`src/include/tmo_pkg.sv`:
```
// tmo_pkg: register map, field layout and encodings of the timer option and irq enable block
package tmo_pkg;

  localparam int unsigned TMO_NUM_TIMERS = 2;
  localparam int unsigned TMO_NUM_CH     = 4;
  localparam int unsigned TMO_EVT_W      = 7;
  localparam int unsigned TMO_OPT_W      = 8;

  // apb byte addresses
  localparam logic [31:0] TMO_ADDR_T1_FLAG   = 32'h4000a800;
  localparam logic [31:0] TMO_ADDR_T2_FLAG   = 32'h4000a804;
  localparam logic [31:0] TMO_ADDR_T1_MISS   = 32'h4000a818;
  localparam logic [31:0] TMO_ADDR_T2_MISS   = 32'h4000a81c;
  localparam logic [31:0] TMO_ADDR_T1_IRQ_EN = 32'h4000a840;
  localparam logic [31:0] TMO_ADDR_T2_IRQ_EN = 32'h4000a844;
  localparam logic [31:0] TMO_ADDR_T1_CLR    = 32'h4000a860;
  localparam logic [31:0] TMO_ADDR_T2_CLR    = 32'h4000a864;
  localparam logic [31:0] TMO_ADDR_T1_OPT    = 32'h4000e050;
  localparam logic [31:0] TMO_ADDR_T2_OPT    = 32'h4000f050;

  // option register fields
  localparam int unsigned TMO_OPT_TRIG_LSB  = 0;
  localparam int unsigned TMO_OPT_TRIG_MSB  = 1;
  localparam int unsigned TMO_OPT_MASK_BIT  = 2;
  localparam int unsigned TMO_OPT_RSVD_BIT  = 3;
  localparam int unsigned TMO_OPT_REMAP_LSB = 4;
  localparam int unsigned TMO_OPT_REMAP_MSB = 7;
  localparam logic [7:0]  TMO_OPT1_WMASK    = 8'h0f;
  localparam logic [7:0]  TMO_OPT2_WMASK    = 8'hff;
  localparam logic [7:0]  TMO_OPT_RST       = 8'h00;

  // event / enable / flag layout: update 0, cc1..cc4 1..4, trigger 6
  localparam int unsigned TMO_EVT_UPD_BIT  = 0;
  localparam int unsigned TMO_EVT_CC_LSB   = 1;
  localparam int unsigned TMO_EVT_CC_MSB   = 4;
  localparam int unsigned TMO_EVT_TRIG_BIT = 6;
  localparam logic [6:0]  TMO_EVT_MASK     = 7'h5f;
  localparam logic [6:0]  TMO_EVT_RST      = 7'h00;

  // missed register: cc1..cc4 at bits 9..12
  localparam int unsigned TMO_MISS_LSB = 9;
  localparam int unsigned TMO_MISS_MSB = 12;
  localparam logic [3:0]  TMO_MISS_RST = 4'h0;

  // port a pin index used by each channel when not remapped; port b pin n+1 for channel n
  localparam int unsigned TMO_CH_PA_IDX [4] = '{0, 3, 1, 2};

  typedef enum logic [1:0] {
    TMO_TRIG_BUS   = 2'h0,
    TMO_TRIG_1KHZ  = 2'h1,
    TMO_TRIG_32KHZ = 2'h2,
    TMO_TRIG_PIN   = 2'h3
  } tmo_trig_sel_t;

endpackage : tmo_pkg

```
`src/verilog/tmo_trig_sel.sv`:
```
// tmo_trig_sel: external trigger source selection and clock pin masking for one timer
`timescale 1ns/1ns
`default_nettype none
module tmo_trig_sel
  import tmo_pkg::*;
(
  input  wire logic                   i_ref_clk,
  input  wire logic                   i_nrst,
  input  wire tmo_pkg::tmo_trig_sel_t i_sel,
  input  wire logic                   i_mask_en,
  input  wire logic                   i_bus_clock,
  input  wire logic                   i_cal_1khz,
  input  wire logic                   i_ref_32khz,
  input  wire logic                   i_ext_clock_pin,
  input  wire logic                   i_clock_mask_input,
  output logic                        o_trigger
);
  import tmo_pkg::*;

  logic pin_gated;
  logic trig_d;
  logic trig_q;

  // mask input only matters while the pin is the chosen source
  assign pin_gated = i_mask_en ? (i_ext_clock_pin & i_clock_mask_input) : i_ext_clock_pin;

  assign trig_d = (i_sel == TMO_TRIG_BUS)   ? i_bus_clock :
                  (i_sel == TMO_TRIG_1KHZ)  ? i_cal_1khz  :
                  (i_sel == TMO_TRIG_32KHZ) ? i_ref_32khz :
                                              pin_gated;

  always_ff @(posedge i_ref_clk or negedge i_nrst)
  begin
    if (!i_nrst)
      trig_q <= 1'b0;
    else
      trig_q <= trig_d;
  end

  assign o_trigger = trig_q;

endmodule : tmo_trig_sel
`default_nettype wire

```
`src/verilog/tmo_pin_remap.sv`:
```
// tmo_pin_remap: steers the second timer's four channels between port a and port b pins
`timescale 1ns/1ns
`default_nettype none
module tmo_pin_remap
  import tmo_pkg::*;
(
  input  wire logic       i_ref_clk,
  input  wire logic       i_nrst,
  input  wire logic [3:0] i_remap,
  input  wire logic [3:0] i_ch_out,
  input  wire logic [3:0] i_ch_oe,
  output logic      [3:0] o_ch_in,
  input  wire logic [3:0] i_pa_in,
  output logic      [3:0] o_pa_out,
  output logic      [3:0] o_pa_oe,
  input  wire logic [3:0] i_pb_in,
  output logic      [3:0] o_pb_out,
  output logic      [3:0] o_pb_oe
);
  import tmo_pkg::*;

  logic [3:0] pa_out_d, pa_oe_d, pb_out_d, pb_oe_d, ch_in_d;
  logic [3:0] pa_out_q, pa_oe_q, pb_out_q, pb_oe_q, ch_in_q;

  // a pin not selected for its channel is released (oe low, out low)
  for (genvar c = 0; c < TMO_NUM_CH; c++)
  begin : g_ch
    assign pa_out_d[TMO_CH_PA_IDX[c]] = i_ch_out[c] & ~i_remap[c];
    assign pa_oe_d[TMO_CH_PA_IDX[c]]  = i_ch_oe[c] & ~i_remap[c];
    assign pb_out_d[c]                = i_ch_out[c] & i_remap[c];
    assign pb_oe_d[c]                 = i_ch_oe[c] & i_remap[c];
    assign ch_in_d[c] = i_remap[c] ? i_pb_in[c] : i_pa_in[TMO_CH_PA_IDX[c]];
  end

  always_ff @(posedge i_ref_clk or negedge i_nrst)
  begin
    if (!i_nrst)
    begin
      pa_out_q <= 4'h0;
      pa_oe_q  <= 4'h0;
      pb_out_q <= 4'h0;
      pb_oe_q  <= 4'h0;
      ch_in_q  <= 4'h0;
    end
    else
    begin
      pa_out_q <= pa_out_d;
      pa_oe_q  <= pa_oe_d;
      pb_out_q <= pb_out_d;
      pb_oe_q  <= pb_oe_d;
      ch_in_q  <= ch_in_d;
    end
  end

  assign o_pa_out = pa_out_q;
  assign o_pa_oe  = pa_oe_q;
  assign o_pb_out = pb_out_q;
  assign o_pb_oe  = pb_oe_q;
  assign o_ch_in  = ch_in_q;

endmodule : tmo_pin_remap
`default_nettype wire

```
`src/verilog/tmo_timer_cfg.sv`:
```
// tmo_timer_cfg: apb register block for timer options, trigger selection and interrupts
//
// Function
// - mask enable ands pin with mask input
// - two-bit field picks external clock-2 trigger
// - trigger codes: bus, 1khz, 32khz, pin
// - bit seven moves channel4 pa2 to pb4
// - bit six moves channel3 pa1 to pb3
// - bit five moves channel2 pa3 to pb2
// - bit four moves channel1 pa0 to pb1
// - enable bits: update, cc1-4, trigger only
// - option and enable registers reset zero
// - flag register holds pending events, same layout
// - missed bits record repeated cc events
`timescale 1ns/1ns
`default_nettype none
module tmo_timer_cfg
  import tmo_pkg::*;
(
  input  wire logic        i_ref_clk,
  input  wire logic        i_nrst,
  // apb slave
  input  wire logic        i_psel,
  input  wire logic        i_penable,
  input  wire logic        i_pwrite,
  input  wire logic [31:0] i_paddr,
  input  wire logic [31:0] i_pwdata,
  output logic      [31:0] o_prdata,
  output logic             o_pready,
  output logic             o_pslverr,
  // timer event pulses, bit layout as the flag register
  input  wire logic [6:0]  i_tim1_events,
  input  wire logic [6:0]  i_tim2_events,
  // trigger sources
  input  wire logic        i_bus_clock,
  input  wire logic        i_cal_1khz,
  input  wire logic        i_ref_32khz,
  input  wire logic        i_timer1_ext_clock_pin,
  input  wire logic        i_timer2_ext_clock_pin,
  input  wire logic        i_timer1_clock_mask_input,
  input  wire logic        i_timer2_clock_mask_input,
  output logic             o_tim1_trigger,
  output logic             o_tim2_trigger,
  // second timer channel routing
  input  wire logic [3:0]  i_tim2_ch_out,
  input  wire logic [3:0]  i_tim2_ch_oe,
  output logic      [3:0]  o_tim2_ch_in,
  input  wire logic [3:0]  i_porta_in,
  output logic      [3:0]  o_porta_out,
  output logic      [3:0]  o_porta_oe,
  input  wire logic [3:0]  i_portb_in,
  output logic      [3:0]  o_portb_out,
  output logic      [3:0]  o_portb_oe,
  // interrupts
  output logic             o_tim1_irq,
  output logic             o_tim2_irq,
  output logic             o_irq
);
  import tmo_pkg::*;

  function automatic logic addr_hit(input logic [31:0] a, input logic [31:0] r);
    return a == r;
  endfunction : addr_hit

  function automatic logic [31:0] widen_evt(input logic [6:0] v);
    return {25'h0, v};
  endfunction : widen_evt

  function automatic logic [31:0] widen_miss(input logic [3:0] v);
    return 32'(v) << TMO_MISS_LSB;
  endfunction : widen_miss

  // a new event in the clearing cycle keeps its flag set
  function automatic logic [6:0] flag_next(input logic [6:0] q,
                                           input logic [6:0] clr,
                                           input logic [6:0] ev);
    return (q & ~clr) | ev;
  endfunction : flag_next

  // a cc event that finds its flag already pending is recorded as missed
  function automatic logic [3:0] miss_next(input logic [3:0] q,
                                           input logic [3:0] clr,
                                           input logic [6:0] ev,
                                           input logic [6:0] flag);
    return (q & ~clr) |
           (ev[TMO_EVT_CC_MSB:TMO_EVT_CC_LSB] & flag[TMO_EVT_CC_MSB:TMO_EVT_CC_LSB]);
  endfunction : miss_next

  // apb phase decode
  logic apb_setup;
  logic apb_access;
  logic apb_wr;
  assign apb_setup  = i_psel & ~i_penable;
  assign apb_access = i_psel & i_penable;
  assign apb_wr     = apb_access & i_pwrite;

  // address decode
  logic hit_flag1, hit_flag2, hit_miss1, hit_miss2;
  logic hit_en1, hit_en2, hit_clr1, hit_clr2;
  logic hit_opt1, hit_opt2, hit_any;
  assign hit_flag1 = addr_hit(i_paddr, TMO_ADDR_T1_FLAG);
  assign hit_flag2 = addr_hit(i_paddr, TMO_ADDR_T2_FLAG);
  assign hit_miss1 = addr_hit(i_paddr, TMO_ADDR_T1_MISS);
  assign hit_miss2 = addr_hit(i_paddr, TMO_ADDR_T2_MISS);
  assign hit_en1   = addr_hit(i_paddr, TMO_ADDR_T1_IRQ_EN);
  assign hit_en2   = addr_hit(i_paddr, TMO_ADDR_T2_IRQ_EN);
  assign hit_clr1  = addr_hit(i_paddr, TMO_ADDR_T1_CLR);
  assign hit_clr2  = addr_hit(i_paddr, TMO_ADDR_T2_CLR);
  assign hit_opt1  = addr_hit(i_paddr, TMO_ADDR_T1_OPT);
  assign hit_opt2  = addr_hit(i_paddr, TMO_ADDR_T2_OPT);
  assign hit_any   = hit_flag1 | hit_flag2 | hit_miss1 | hit_miss2 | hit_en1 | hit_en2 |
                     hit_clr1 | hit_clr2 | hit_opt1 | hit_opt2;

  // register state
  logic [7:0] opt1_q, opt1_d;
  logic [7:0] opt2_q, opt2_d;
  logic [6:0] en1_q, en1_d;
  logic [6:0] en2_q, en2_d;
  logic [6:0] flag1_q, flag1_d;
  logic [6:0] flag2_q, flag2_d;
  logic [3:0] miss1_q, miss1_d;
  logic [3:0] miss2_q, miss2_d;

  // option registers; the reserved bit is stored as written, software keeps it at zero
  assign opt1_d = (apb_wr && hit_opt1) ? (i_pwdata[7:0] & TMO_OPT1_WMASK) : opt1_q;
  assign opt2_d = (apb_wr && hit_opt2) ? (i_pwdata[7:0] & TMO_OPT2_WMASK) : opt2_q;

  // enable registers: only documented enable bits are writable
  assign en1_d = (apb_wr && hit_en1) ? (i_pwdata[6:0] & TMO_EVT_MASK) : en1_q;
  assign en2_d = (apb_wr && hit_en2) ? (i_pwdata[6:0] & TMO_EVT_MASK) : en2_q;

  // write-one-to-clear strobes
  logic [6:0] flag1_clr, flag2_clr;
  logic [3:0] miss1_clr, miss2_clr;
  assign flag1_clr = (apb_wr && hit_clr1) ? i_pwdata[6:0] : TMO_EVT_RST;
  assign flag2_clr = (apb_wr && hit_clr2) ? i_pwdata[6:0] : TMO_EVT_RST;
  assign miss1_clr = (apb_wr && hit_miss1) ? i_pwdata[TMO_MISS_MSB:TMO_MISS_LSB] : TMO_MISS_RST;
  assign miss2_clr = (apb_wr && hit_miss2) ? i_pwdata[TMO_MISS_MSB:TMO_MISS_LSB] : TMO_MISS_RST;

  // events restricted to the documented positions
  logic [6:0] ev1, ev2;
  assign ev1 = i_tim1_events & TMO_EVT_MASK;
  assign ev2 = i_tim2_events & TMO_EVT_MASK;

  assign flag1_d = flag_next(flag1_q, flag1_clr, ev1);
  assign flag2_d = flag_next(flag2_q, flag2_clr, ev2);

  assign miss1_d = miss_next(miss1_q, miss1_clr, ev1, flag1_q);
  assign miss2_d = miss_next(miss2_q, miss2_clr, ev2, flag2_q);

  // one short process per register keeps each reset value beside its storage
  always_ff @(posedge i_ref_clk or negedge i_nrst)
  begin
    if (!i_nrst)
      opt1_q <= TMO_OPT_RST;
    else
      opt1_q <= opt1_d;
  end

  always_ff @(posedge i_ref_clk or negedge i_nrst)
  begin
    if (!i_nrst)
      opt2_q <= TMO_OPT_RST;
    else
      opt2_q <= opt2_d;
  end

  always_ff @(posedge i_ref_clk or negedge i_nrst)
  begin
    if (!i_nrst)
      en1_q <= TMO_EVT_RST;
    else
      en1_q <= en1_d;
  end

  always_ff @(posedge i_ref_clk or negedge i_nrst)
  begin
    if (!i_nrst)
      en2_q <= TMO_EVT_RST;
    else
      en2_q <= en2_d;
  end

  always_ff @(posedge i_ref_clk or negedge i_nrst)
  begin
    if (!i_nrst)
      flag1_q <= TMO_EVT_RST;
    else
      flag1_q <= flag1_d;
  end

  always_ff @(posedge i_ref_clk or negedge i_nrst)
  begin
    if (!i_nrst)
      flag2_q <= TMO_EVT_RST;
    else
      flag2_q <= flag2_d;
  end

  always_ff @(posedge i_ref_clk or negedge i_nrst)
  begin
    if (!i_nrst)
      miss1_q <= TMO_MISS_RST;
    else
      miss1_q <= miss1_d;
  end

  always_ff @(posedge i_ref_clk or negedge i_nrst)
  begin
    if (!i_nrst)
      miss2_q <= TMO_MISS_RST;
    else
      miss2_q <= miss2_d;
  end

  // read selection; clear register reads as zero
  logic [31:0] rd_mux;
  assign rd_mux = hit_flag1 ? widen_evt(flag1_q) :
                  hit_flag2 ? widen_evt(flag2_q) :
                  hit_miss1 ? widen_miss(miss1_q) :
                  hit_miss2 ? widen_miss(miss2_q) :
                  hit_en1   ? widen_evt(en1_q) :
                  hit_en2   ? widen_evt(en2_q) :
                  hit_opt1  ? {24'h0, opt1_q} :
                  hit_opt2  ? {24'h0, opt2_q} :
                              32'h0;

  // read data and error are captured in the setup cycle, so read data leaves a flip-flop and the error one gated by apb_access;
  // the cost is that a read shows state as of the setup edge
  logic [31:0] prdata_q;
  logic        slverr_q;
  always_ff @(posedge i_ref_clk or negedge i_nrst)
  begin
    if (!i_nrst)
      prdata_q <= 32'h0;
    else if (apb_setup)
      prdata_q <= rd_mux;
  end

  // an unmapped address is known at setup, so the error is ready for the access edge
  always_ff @(posedge i_ref_clk or negedge i_nrst)
  begin
    if (!i_nrst)
      slverr_q <= 1'b0;
    else if (apb_setup)
      slverr_q <= ~hit_any;
  end

  assign o_prdata  = prdata_q;
  assign o_pready  = 1'b1;
  assign o_pslverr = slverr_q & apb_access;

  // trigger selection per timer
  tmo_trig_sel u_trig1 (
    .i_ref_clk          (i_ref_clk),
    .i_nrst             (i_nrst),
    .i_sel              (tmo_trig_sel_t'(opt1_q[TMO_OPT_TRIG_MSB:TMO_OPT_TRIG_LSB])),
    .i_mask_en          (opt1_q[TMO_OPT_MASK_BIT]),
    .i_bus_clock        (i_bus_clock),
    .i_cal_1khz         (i_cal_1khz),
    .i_ref_32khz        (i_ref_32khz),
    .i_ext_clock_pin    (i_timer1_ext_clock_pin),
    .i_clock_mask_input (i_timer1_clock_mask_input),
    .o_trigger          (o_tim1_trigger)
  );

  tmo_trig_sel u_trig2 (
    .i_ref_clk          (i_ref_clk),
    .i_nrst             (i_nrst),
    .i_sel              (tmo_trig_sel_t'(opt2_q[TMO_OPT_TRIG_MSB:TMO_OPT_TRIG_LSB])),
    .i_mask_en          (opt2_q[TMO_OPT_MASK_BIT]),
    .i_bus_clock        (i_bus_clock),
    .i_cal_1khz         (i_cal_1khz),
    .i_ref_32khz        (i_ref_32khz),
    .i_ext_clock_pin    (i_timer2_ext_clock_pin),
    .i_clock_mask_input (i_timer2_clock_mask_input),
    .o_trigger          (o_tim2_trigger)
  );

  // channel pins of the second timer
  tmo_pin_remap u_remap (
    .i_ref_clk (i_ref_clk),
    .i_nrst    (i_nrst),
    .i_remap   (opt2_q[TMO_OPT_REMAP_MSB:TMO_OPT_REMAP_LSB]),
    .i_ch_out  (i_tim2_ch_out),
    .i_ch_oe   (i_tim2_ch_oe),
    .o_ch_in   (o_tim2_ch_in),
    .i_pa_in   (i_porta_in),
    .o_pa_out  (o_porta_out),
    .o_pa_oe   (o_porta_oe),
    .i_pb_in   (i_portb_in),
    .o_pb_out  (o_portb_out),
    .o_pb_oe   (o_portb_oe)
  );

  // interrupt requests are levels straight from flag and enable flip-flops
  assign o_tim1_irq = |(flag1_q & en1_q);
  assign o_tim2_irq = |(flag2_q & en2_q);
  assign o_irq      = o_tim1_irq | o_tim2_irq;

endmodule : tmo_timer_cfg
`default_nettype wire

```
`config.mk`:
```
export PLATFORM = sky130hd
export DESIGN_NAME = tmo_timer_cfg
export DESIGN_NICKNAME = d
export VERILOG_FILES = /design/src/include/tmo_pkg.sv /design/src/verilog/tmo_trig_sel.sv /design/src/verilog/tmo_pin_remap.sv /design/src/verilog/tmo_timer_cfg.sv
export SDC_FILE = /design/constraint.sdc
export NUM_CORES = 1
export LEC_CHECK = 0
export BUFFER_PORTS_ARGS = -buffer_cell sky130_fd_sc_hd__buf_4
export CORE_UTILIZATION = 41
export CTS_BUF_LIST = sky130_fd_sc_hd__clkbuf_8 sky130_fd_sc_hd__clkbuf_16
export DETAILED_ROUTE_END_ITERATION = 12
export PLACE_DENSITY = 0.7
export SLEW_MARGIN = 20
export SYNTH_ARGS = -nofsm -noshare
export SYNTH_HDL_FRONTEND = slang
export SYNTH_SLANG_ARGS = --single-unit
```
`constraint.sdc`:
```
create_clock -name i_ref_clk -period 2.5 [get_ports i_ref_clk]
set_input_delay 0.5 -clock i_ref_clk [delete_from_list [all_inputs] [get_ports i_ref_clk]]
set_output_delay 0.5 -clock i_ref_clk [all_outputs]
set_load 0.05 [all_outputs]
```
==> results.md, run 1 <==
Synthesis:
- The count of flip-flops with a built-in enable after synthesis is 0.
- The synthesized design contains 81 register bits.
- The area fraction in and, or, nand and nor cells after synthesis is 21.57%.
- The synthesized netlist contains 50 unique library cells.
- The xor/xnor cell area share of the yosys netlist is 0%.
- By area, the combinational part of the netlist is dominated by simple AND/OR/NAND/NOR gates.
- For this run, the number of Yosys warnings is 0.
- A synthesized cell averages 10.82 sq um.
- The async set-reset flop share out of synthesis is 100.0%.
- In the synthesized netlist, mux cells make up 9.009% of the area.
- The post-synthesis compound-gate area fraction is 12.75%.
- The cell area that synthesis handed to floorplanning was 0.004014 sq mm.
- The sequential area share after synthesis is 50.50%.
- The most used flip-flop cell after synthesis is sky130_fd_sc_hd__dfrtp_1.
- The synthesized netlist devotes 0% of its cell area to adder and majority cells.
- The synthesized instance count is 371.

CTS:
- CTS built an H-tree with a depth of 3.
- The number of clock sinks is 81.
- Counting along the longest clock path gives a buffer depth of 2.
- The tree is rooted in a sky130_fd_sc_hd__clkbuf_8.
- The clock insertion delay at the later pin of the skew report is 360 ps.
- TritonCTS created 9 clock buffers.
- For this design, the CTS-stage hold fixing added 0 buffers.
- Post-CTS timing repair inserted 0 buffers for setup.
- The clock tree from TritonCTS is yes.
- Once the clock tree was built, the resizer swapped 0 gates to a different size.
- After clock tree synthesis, the clock-pin slew on the worst setup and hold paths is 90 ps.

Power and ir drop:
- The sequential cell fraction of total power is 47.5%.
- The combinational share of power is 14.8%.
- Across the VDD grid, the largest voltage drop is 0.2843 mV.
- The switching part of the total power is 27.62%.
- The analysis attributes to cell leakage a power of 2.375 nW.
- The clock network accounts for 37.7% of the total power.
- The switching power of the nets is 0.0007787 W.
- Dividing total power by cell area gives a power density of 530.8 mW/mm^2.
- Internal power comes to 0.002040 W.

Worst setup path:
- The largest fanout on the critical path is 4.
- Data arrives at the worst endpoint at 1810 ps.
- The critical register-to-register path startpoint is opt2_q[1]$_DFFE_PN0P_.
- The type of element capturing the critical path is an output pin.
- In this run the critical register-to-register path is captured at o_prdata[1]$_DFFE_PN0P_.
- The worst setup slack for register-to-register paths is 1220 ps.
- The sort of element at the start of the critical path is a flip-flop.
- For the worst setup path, the data required time is 2000 ps.
- The worst setup path is of the reg2out kind.
- The depth of the worst register-to-register path is 4.
- The worst stage delay on the critical path is 460 ps.
- The slowest stage cell on the critical path is sky130_fd_sc_hd__dfrtp_1.
- Traced cell by cell, the critical path runs through a22oi_1 > nand3_1 > or2_2 > buf_4.

GRT:
- The number of global-route vias before repair was 3354.
- Global routing used 22.13% of the available tracks across all layers.
- The number of antenna violations at the first check in global routing came to 0.
- Entering global routing, the biggest net connects 40 pins.
- The remaining global-route overflow is 0.
- The first-pass GRT wire length is 16.94 mm.

Final layout:
- Relative to the synthesized area, the layout overhead comes to 32.29%.
- The number of diodes is 0.
- The most frequent standard cell in the layout excluding fill and tap cells is sky130_fd_sc_hd__buf_4.
- The library cells used most frequently in the layout, excluding fill and tap cells, are sky130_fd_sc_hd__buf_4, sky130_fd_sc_hd__dfrtp_1, sky130_fd_sc_hd__nand2_1.
- After filler insertion, the fill cell instance count of the layout stands at 837.
- The net count of the finished layout is 613.
- In the final layout, the share of cells above drive strength 1 is 37.50%.

Placement:
- The HPWL reported at the end of detailed placement is 8.070 mm.
- Routability-driven placement finished with a final weighted congestion of 0.9034.
- The quantity of I/O buffers inserted on ports is 121.
- The setup slack after placement is 102.5 ps.

Floorplanning:
- The number of rows in the core area is 35.
- The initial utilization of the core area, before any placement, comes to 42.83%.
- The horizontal die dimension is 100.9 um.
- In this run the standard cell core region covers 0.009371 sq mm.
- During I/O placement, the number of pins put on the boundary was 165.
- From bottom edge to top edge, the die measures 100.9 um.
- The area of the die is 0.01019 sq mm.

Timing:
- Derived from the worst setup path, the maximum achievable clock frequency is 433.7 MHz.
- Measured against its own limit, the worst slew margin works out to 49.40%.
- The final total negative setup slack is 0 ps.
- The number of hold violations in the final report was 0.
- The pin slew with the least headroom to its limit is 759.1 ps.
- For the final database, setup skew stands at 13.14 ps.
- Setup violations remaining at the end of the flow were counted as 0.
- Dividing the final minimum period by the clock period gives 92.23%.
- The total count of max-transition violations in the final report came to 0.
- Setup slack on the critical path of the routed design comes to 194.3 ps.
- Subtracting the final worst setup slack from the clock period gives 2306 ps.
- Setup repair after global routing left no endpoint under its margin.

Worst hold path:
- The tightest min-delay check is of the in2async type.

Route:
- The first-pass iteration count of the detailed router is 4.
- The routed design has 10.67 mm of wire.
- Dividing the detail-routed wire length by the instance count gives 16.64 um.
- After the first detailed-routing iteration, the DRC count stood at 117.
- Using the TritonRoute via totals, the vias-per-cell ratio works out to 5.285.
- The detail route stage leaves a number of antenna-violating nets equal to 0.
- The post-route DRC violation count is 0.
- Detailed routing inserted a total of 3388 vias.

Run status:
- The run finished with clean final reports.

Run:
- The number of max-capacitance violations reported is 0.
-- flip-flops by register name (all words and copies together), names as in the netlist, 4 cells and up --
name and cells:
flag2_q 7, u_remap.o_pa_oe 4, u_remap.o_pb_oe 4, miss1_q 4, u_remap.o_pa_out 4, flag1_q 7, miss2_q 4, en1_q 6
u_remap.o_ch_in 4, o_prdata 12, u_remap.o_pb_out 4, opt2_q 8, en2_q 6, opt1_q 4
-- cell usage after synthesis (all sizes together), types with 4 or more instances --
| library cell | count | share of area, % |
|---|---|---|
| dfrtp | 81 | 50 |
| nand2 | 41 | 3.8 |
| buf | 25 | 4.4 |
| mux2 | 21 | 5.9 |
| o21ai | 21 | 2.6 |
| nand4 | 13 | 2.2 |
| nor2 | 13 | 1.3 |
| a21o | 12 | 2.2 |
| nor2b | 12 | 1.9 |
| inv | 10 | 0.94 |
| nor3 | 10 | 1.2 |
| nor4 | 10 | 3.7 |
| a22o | 8 | 1.7 |
| and2 | 8 | 1.2 |
| mux2i | 8 | 2.0 |
| a22oi | 7 | 1.3 |
| clkbuf | 7 | 0.65 |
| a21oi | 6 | 0.75 |
| nand2b | 6 | 0.94 |
| nand3 | 6 | 0.75 |
| or3 | 6 | 1.1 |
| a211oi | 4 | 0.75 |
| a21boi | 4 | 0.75 |
| nor4b | 4 | 1.3 |
-- worst max-delay path: cells and delay by family, from the launching register on --
family / cells / cell delay [ps]
compound gates: 1 / 250
buf+inv: 1 / 200
simple gates: 2 / 540
flops: 1 / 460
-- logic make-up after synthesis --
kind of cell           Yosys count
muxes                           31
AOI/OAI and AO/OA               75
other                            2
DFF                             81
and+or+nand+nor                140
buffers and inverters           42
-- power by group through the flow --
stage | Sequential [W] | Combinational (W) | Clock, W
CTS | 0.00134 | 0.000419 | 0.00108
finish | 0.00134 | 0.000416 | 0.00106
floorplan | 0.00144 | 0.000160 | 0
detailed placement | 0.00137 | 0.000418 | 0
global route | 0.00134 | 0.000445 | 0.00115
global placement | 0.00137 | 0.000413 | 0
-- layer usage --
metal  track usage (%)  wire length (um)  vias up
li1                  -                 -     1581
met1             27.96              4529     1629
met2             36.72              5116      157
met3             4.577               803       21
met4             9.699               218        0
met5                 0                 0        -
-- worst max-delay path by stage --
| stage | from | end | slack (ps) |
|---|---|---|---|
| 2_1_floorplan | i_paddr[3] | opt2_q[0]$_DFFE_PN0P_ | 280 |
| 3_3_place_gp | i_paddr[3] | opt2_q[1]$_DFFE_PN0P_ | 120 |
| 3_5_place_dp | i_paddr[26] | opt2_q[0]$_DFFE_PN0P_ | 100 |
| 4_1_cts | flag1_q[4]$_DFF_PN0_ | o_irq | 210 |
| 5_1_grt | flag1_q[4]$_DFF_PN0_ | o_irq | 140 |
| 6_report | flag1_q[4]$_DFF_PN0_ | o_irq | 190 |
-- area by class of cell --
class | count | area (sq um) | area share (%)
clock buffer | 9 | 123.9 | 2.333
tap | 129 | 161.4 | 3.040
timing repair buffer | 138 | 1049 | 19.75
sequential | 81 | 2027 | 38.17
multi-input combinational | 267 | 1818 | 34.24
inverter | 10 | 37.54 | 0.7069
clock inverter | 7 | 93.84 | 1.767
-- through the flow --
step           utilization, %  instances  total power [W]  hold slack, ps  cell area (sq um)
6_report                56.66        641         0.002819           93.49               5310
5_1_grt                 56.66        641         0.002933           134.4               5310
4_1_cts                 56.66        641         0.002835           122.7               5310
3_5_place_dp            54.34        625         0.001784           470.8               5092
3_3_place_gp            54.34        625         0.001779           467.9               5092
2_1_floorplan               -        390         0.001599           204.4               4085
(Power assumes the default switching activity.)
==> inputs of run 2 (changes only) <==
Settings changed: PLACE_DENSITY 0.7 to 0.69, SYNTH_HIERARCHICAL from default to 1.
==> results.md, run 2 <==
Run status:
- The flow ran to the end, and the final reports show no timing, DRC or antenna violations.

Worst setup path:
- The largest fanout on the critical path came to 4 (unchanged).
- The critical path data required time is 2000 ps (about the same).
- The sort of element at the start of the critical path is a flip-flop.
- STA classifies the critical path endpoint as an output pin.
- The worst setup path is of the reg2out kind.
- The arrival time of data at the critical path endpoint is 1710 ps (-100 ps).
- The worst setup slack for register-to-register paths was 1250 ps (+30 ps).

Synthesis:
- For this run, the leading register cell type out of synthesis is sky130_fd_sc_hd__dfrtp_1.
- The mux contribution to synthesized area was 10.38% (+1.4 points).
- After synthesis, the cell types taking the most area are sky130_fd_sc_hd__dfrtp_1, sky130_fd_sc_hd__mux2_2, sky130_fd_sc_hd__buf_4.
- The cell area after synthesis is 0.004169 sq mm (+3.9%).
- The synthesized instance count is 378 (+1.9%).
- The number of library cell types mapped by synthesis is 53 (+6.0%).
- The share of the synthesized area in the top cell type is 48.62% (-1.9 points).
- The area fraction in and, or, nand and nor cells after synthesis came to 21.67% (+0.098 points).
- The xor/xnor cell area share of the yosys netlist is 0% (unchanged).
- The average instance area after synthesis came to 11.03 sq um (+1.9%).
- The async set-reset flop share out of synthesis came to 100.0% (unchanged).
- The sequential area share after synthesis was 48.62% (-1.9 points).
- The post-synthesis compound-gate area fraction is 13.81% (+1.1 points).
- The count of warnings emitted by yosys is 6 (+6).
- The count of flip-flops with a built-in enable after synthesis is 0 (unchanged).
- By instance count, the leading cell after synthesis is sky130_fd_sc_hd__dfrtp_1.
- The arithmetic-cell share of the synthesized area counting full adders, half adders and majority gates was 0% (unchanged).
- The synthesized design spends more area on one cell type than any other, namely sky130_fd_sc_hd__dfrtp_1.
- Ranked by instance count, the synthesized netlist is headed by sky130_fd_sc_hd__dfrtp_1, sky130_fd_sc_hd__nand2_1, sky130_fd_sc_hd__buf_4.
- By area, the combinational part of the netlist is dominated by simple AND/OR/NAND/NOR gates.
- The flip-flop and latch count after synthesis is 81 (unchanged).

Route:
- The post-detailed-routing wire length is 11.26 mm (+5.5%).
- The count of routing violations after the opening detailed-route iteration is 86 (-26%).
- The average via count per standard cell is 5.204 (-1.5%).
- The wire length per cell after detailed routing is 16.88 um (+1.4%).
- The first-pass iteration count of the detailed router is 4 (unchanged).
- The post-route DRC violation count came to 0 (unchanged).
- The post-route antenna net violation count is 0 (unchanged).
- The count of vias placed by the detailed router is 3471 (+2.4%).

Timing:
- The number of hold violations in the final report came to 0 (unchanged).
- The pin slew with the least headroom to its limit is 742.8 ps (-16.26 ps).
- The highest clock frequency the design can meet is 452.2 MHz (+4.3%).
- The worst max-slew margin expressed relative to the limit is 50.48% (+1.1 points).
- Setup repair after global routing left no endpoint under its margin.
- The worst path setup slack after routing was 288.7 ps (+94.37 ps).
- The setup clock skew after layout was 9.605 ps (-3.535 ps).
- The total count of max-transition violations in the final report is 0 (unchanged).
- The final-layout worst hold slack is 80.72 ps (-12.76 ps).
- The count of final setup violators is 0 (unchanged).
- The minimum clock period is 2211 ps (-94.37 ps).
- The portion of the clock cycle consumed by the worst path in the final layout is 88.45% (-3.8 points).

Placement:
- The HPWL reported at the end of detailed placement is 8.875 mm (+10%).
- The setup slack after placement was -21.59 ps (-124.1 ps).
- The quantity of I/O buffers inserted on ports is 121 (unchanged).
- The global placement routability congestion came to 0.9070 (+0.40%).
- The post-detailed-placement cell area is 0.005373 sq mm (+5.5%).
- The number of cells after detailed placement was 651 (+4.2%).

Power and ir drop:
- The sequential cell fraction of total power is 45.3% (-2.2 points).
- The cell-internal power is 0.002191 W (+7.4%).
- The switching power of the nets is 0.0007765 W (-0.27%).
- The switching part of the total power came to 26.17% (-1.5 points).
- The total power density per cell area is 527.6 mW/mm^2 (-0.61%).
- The clock network fraction of total power is 39.4% (+1.7 points).
- The combinational share of power is 15.2% (+0.4 points).
- The worst ir drop on vdd was 0.3228 mV (+14%).
- The standby leakage power is 2.553 nW (+7.5%).
- The overall power of the completed layout is 0.002967 W (+5.3%).

Final layout:
- The number of flip-flops under the largest register name is 12 (unchanged).
- Relative to the synthesized area, the layout overhead comes to 34.90%.
- The number of diodes is 0 (unchanged).
- In the layout the commonest cells are sky130_fd_sc_hd__buf_4, sky130_fd_sc_hd__dfrtp_1, sky130_fd_sc_hd__nand2_1.
- The final design area excluding fillers came to 0.005624 sq mm (+5.9%).
- The number of fillers in the final layout is 868 (+3.7%).
- The final-stage net count came to 635 (+3.6%).
- The non-filler instance count after layout is 667 (+4.1%).
- The most frequent standard cell in the layout excluding fill and tap cells is sky130_fd_sc_hd__buf_4.
- The share of final-layout standard cells stronger than drive strength 1 is 41.39% (+3.9 points).

GRT:
- The remaining global-route overflow is 0 (unchanged).
- The largest net degree at the start of global routing is 50 (+25%).
- The first-pass GRT wire length is 17.05 mm (+0.65%).
- The number of global-route vias before repair came to 3402 (+1.4%).
- The number of antenna violations at the first check in global routing came to 0 (unchanged).
- The aggregate global-route resource usage was 21.74% (-0.40 points).

CTS:
- The clock insertion delay at the later pin of the skew report is 350 ps (about the same).
- The post-cts resize count is 0 (unchanged).
- The number of buffers added for setup after CTS is 0 (unchanged).
- The clock-pin transition on the worst setup and hold timing paths is 80 ps (about the same).
- The clock buffer count from CTS is 9 (unchanged).
- The total of hold buffers inserted after clock tree synthesis is 0 (unchanged).
- The number of buffers on the longest clock path came to 2 (unchanged).
- The number of clock sinks is 81 (unchanged).
- The H-tree depth reported by CTS is 3 (unchanged).
- The root buffer cell is sky130_fd_sc_hd__clkbuf_8.
- The clock tree from TritonCTS is yes.

Floorplanning:
- The height of the die is 102.8 um (+1.9%).
- The standard cell core area is 0.009819 sq mm (+4.8%).
- The starting density of the core was 42.46% (-0.37 points).
- The horizontal die dimension was 102.8 um (+1.9%).
- The area of the die was 0.01058 sq mm (+3.8%).
- The number of rows in the core area is 36 (+2.9%).
- The number of top-level design ports was 165 (unchanged).

Worst hold path:
- The worst hold path belongs to the class in2async.

Run:
- The number of max-capacitance violations reported is 0 (unchanged).
==> run 2: changes by cell type after synthesis, sizes merged, moves of 7 or more <==
| cell | before | now |
|---|---|---|
| nand3 | 6 | 14 |
| nor2 | 13 | 21 |
| o21ai | 21 | 3 |
| a21oi | 6 | 13 |
| and2b | 0 | 12 |
| mux2 | 21 | 28 |
| nand2 | 41 | 33 |
| nor2b | 12 | 2 |
==> run 2: critical path, cell delays in order (launching register included) <==
cell	delay [ps]
sky130_fd_sc_hd__dfrtp_1	460
sky130_fd_sc_hd__a22oi_1	260
sky130_fd_sc_hd__nand3_1	150
sky130_fd_sc_hd__or2_2	310
sky130_fd_sc_hd__buf_4	190
==> run 2: logic make-up (layout without fill, tap and decap cells) <==
kind of cell | Yosys count | count (layout)
mux | 36 | 36
other cells | 2 | 21
compound gates | 80 | 80
flops | 81 | 81
buf+inv | 37 | 174
simple gates | 142 | 142
==> run 2: power by group through the flow <==
| stage | Sequential [W] | Clock [W] | Combinational [W] |
|---|---|---|---|
| global route | 0.00135 | 0.00126 | 0.000481 |
| CTS | 0.00134 | 0.00119 | 0.000455 |
| finish | 0.00134 | 0.00117 | 0.000452 |
| global placement | 0.00137 | 0 | 0.000449 |
| detailed placement | 0.00137 | 0 | 0.000453 |
| floorplan | 0.00145 | 0 | 0.000174 |
==> run 2: final timing paths <==
path | start | end | depth (start not counted)
setup / recovery | flag1_q[4]$_DFF_PN0_ | o_irq | 4
hold / removal | i_nrst | u_remap/o_pb_oe[0]$_DFF_PN0_ | 1
setup reg to reg | opt2_q[6]$_DFFE_PN0P_ | o_prdata[6]$_DFFE_PN0P_ | 4
hold reg to reg | o_prdata[5]$_DFFE_PN0P_ | o_prdata[5]$_DFFE_PN0P_ | 2
max in group asynchronous | i_nrst | miss1_q[2]$_DFF_PN0_ | 2
min in group i_ref_clk | i_tim2_events[6] | flag2_q[6]$_DFF_PN0_ | 2
==> run 2: stage by stage <==
step | utilization (%) | setup TNS [ps]
finish | 57.28 | 0
global route | 57.28 | 0
detailed placement | 54.71 | -175.8
CTS | 57.28 | 0
global placement | 54.71 | -141.9
floorplan | - | 0
==> run 2: area by class of cell <==
cell class | count | area [sq um] | area share (%)
repair buffers | 152 | 1166 | 20.73
well taps | 133 | 166.4 | 2.959
clock buffers | 10 | 137.6 | 2.447
multi-input cells | 279 | 1991 | 35.39
flip-flops and latches | 81 | 2027 | 36.04
clock inverters | 6 | 113.9 | 2.024
inverters | 6 | 22.52 | 0.4004
==> run 2: routing by layer <==
metal,global-route usage (%),share of wire (%),wire [um],vias to the layer above
li1,-,-,-,1653
met1,27.15,44,4933,1698
met2,37.90,50,5613,107
met3,4.407,5.0,563,13
met4,6.609,1.3,150,0
met5,0,0,0,-
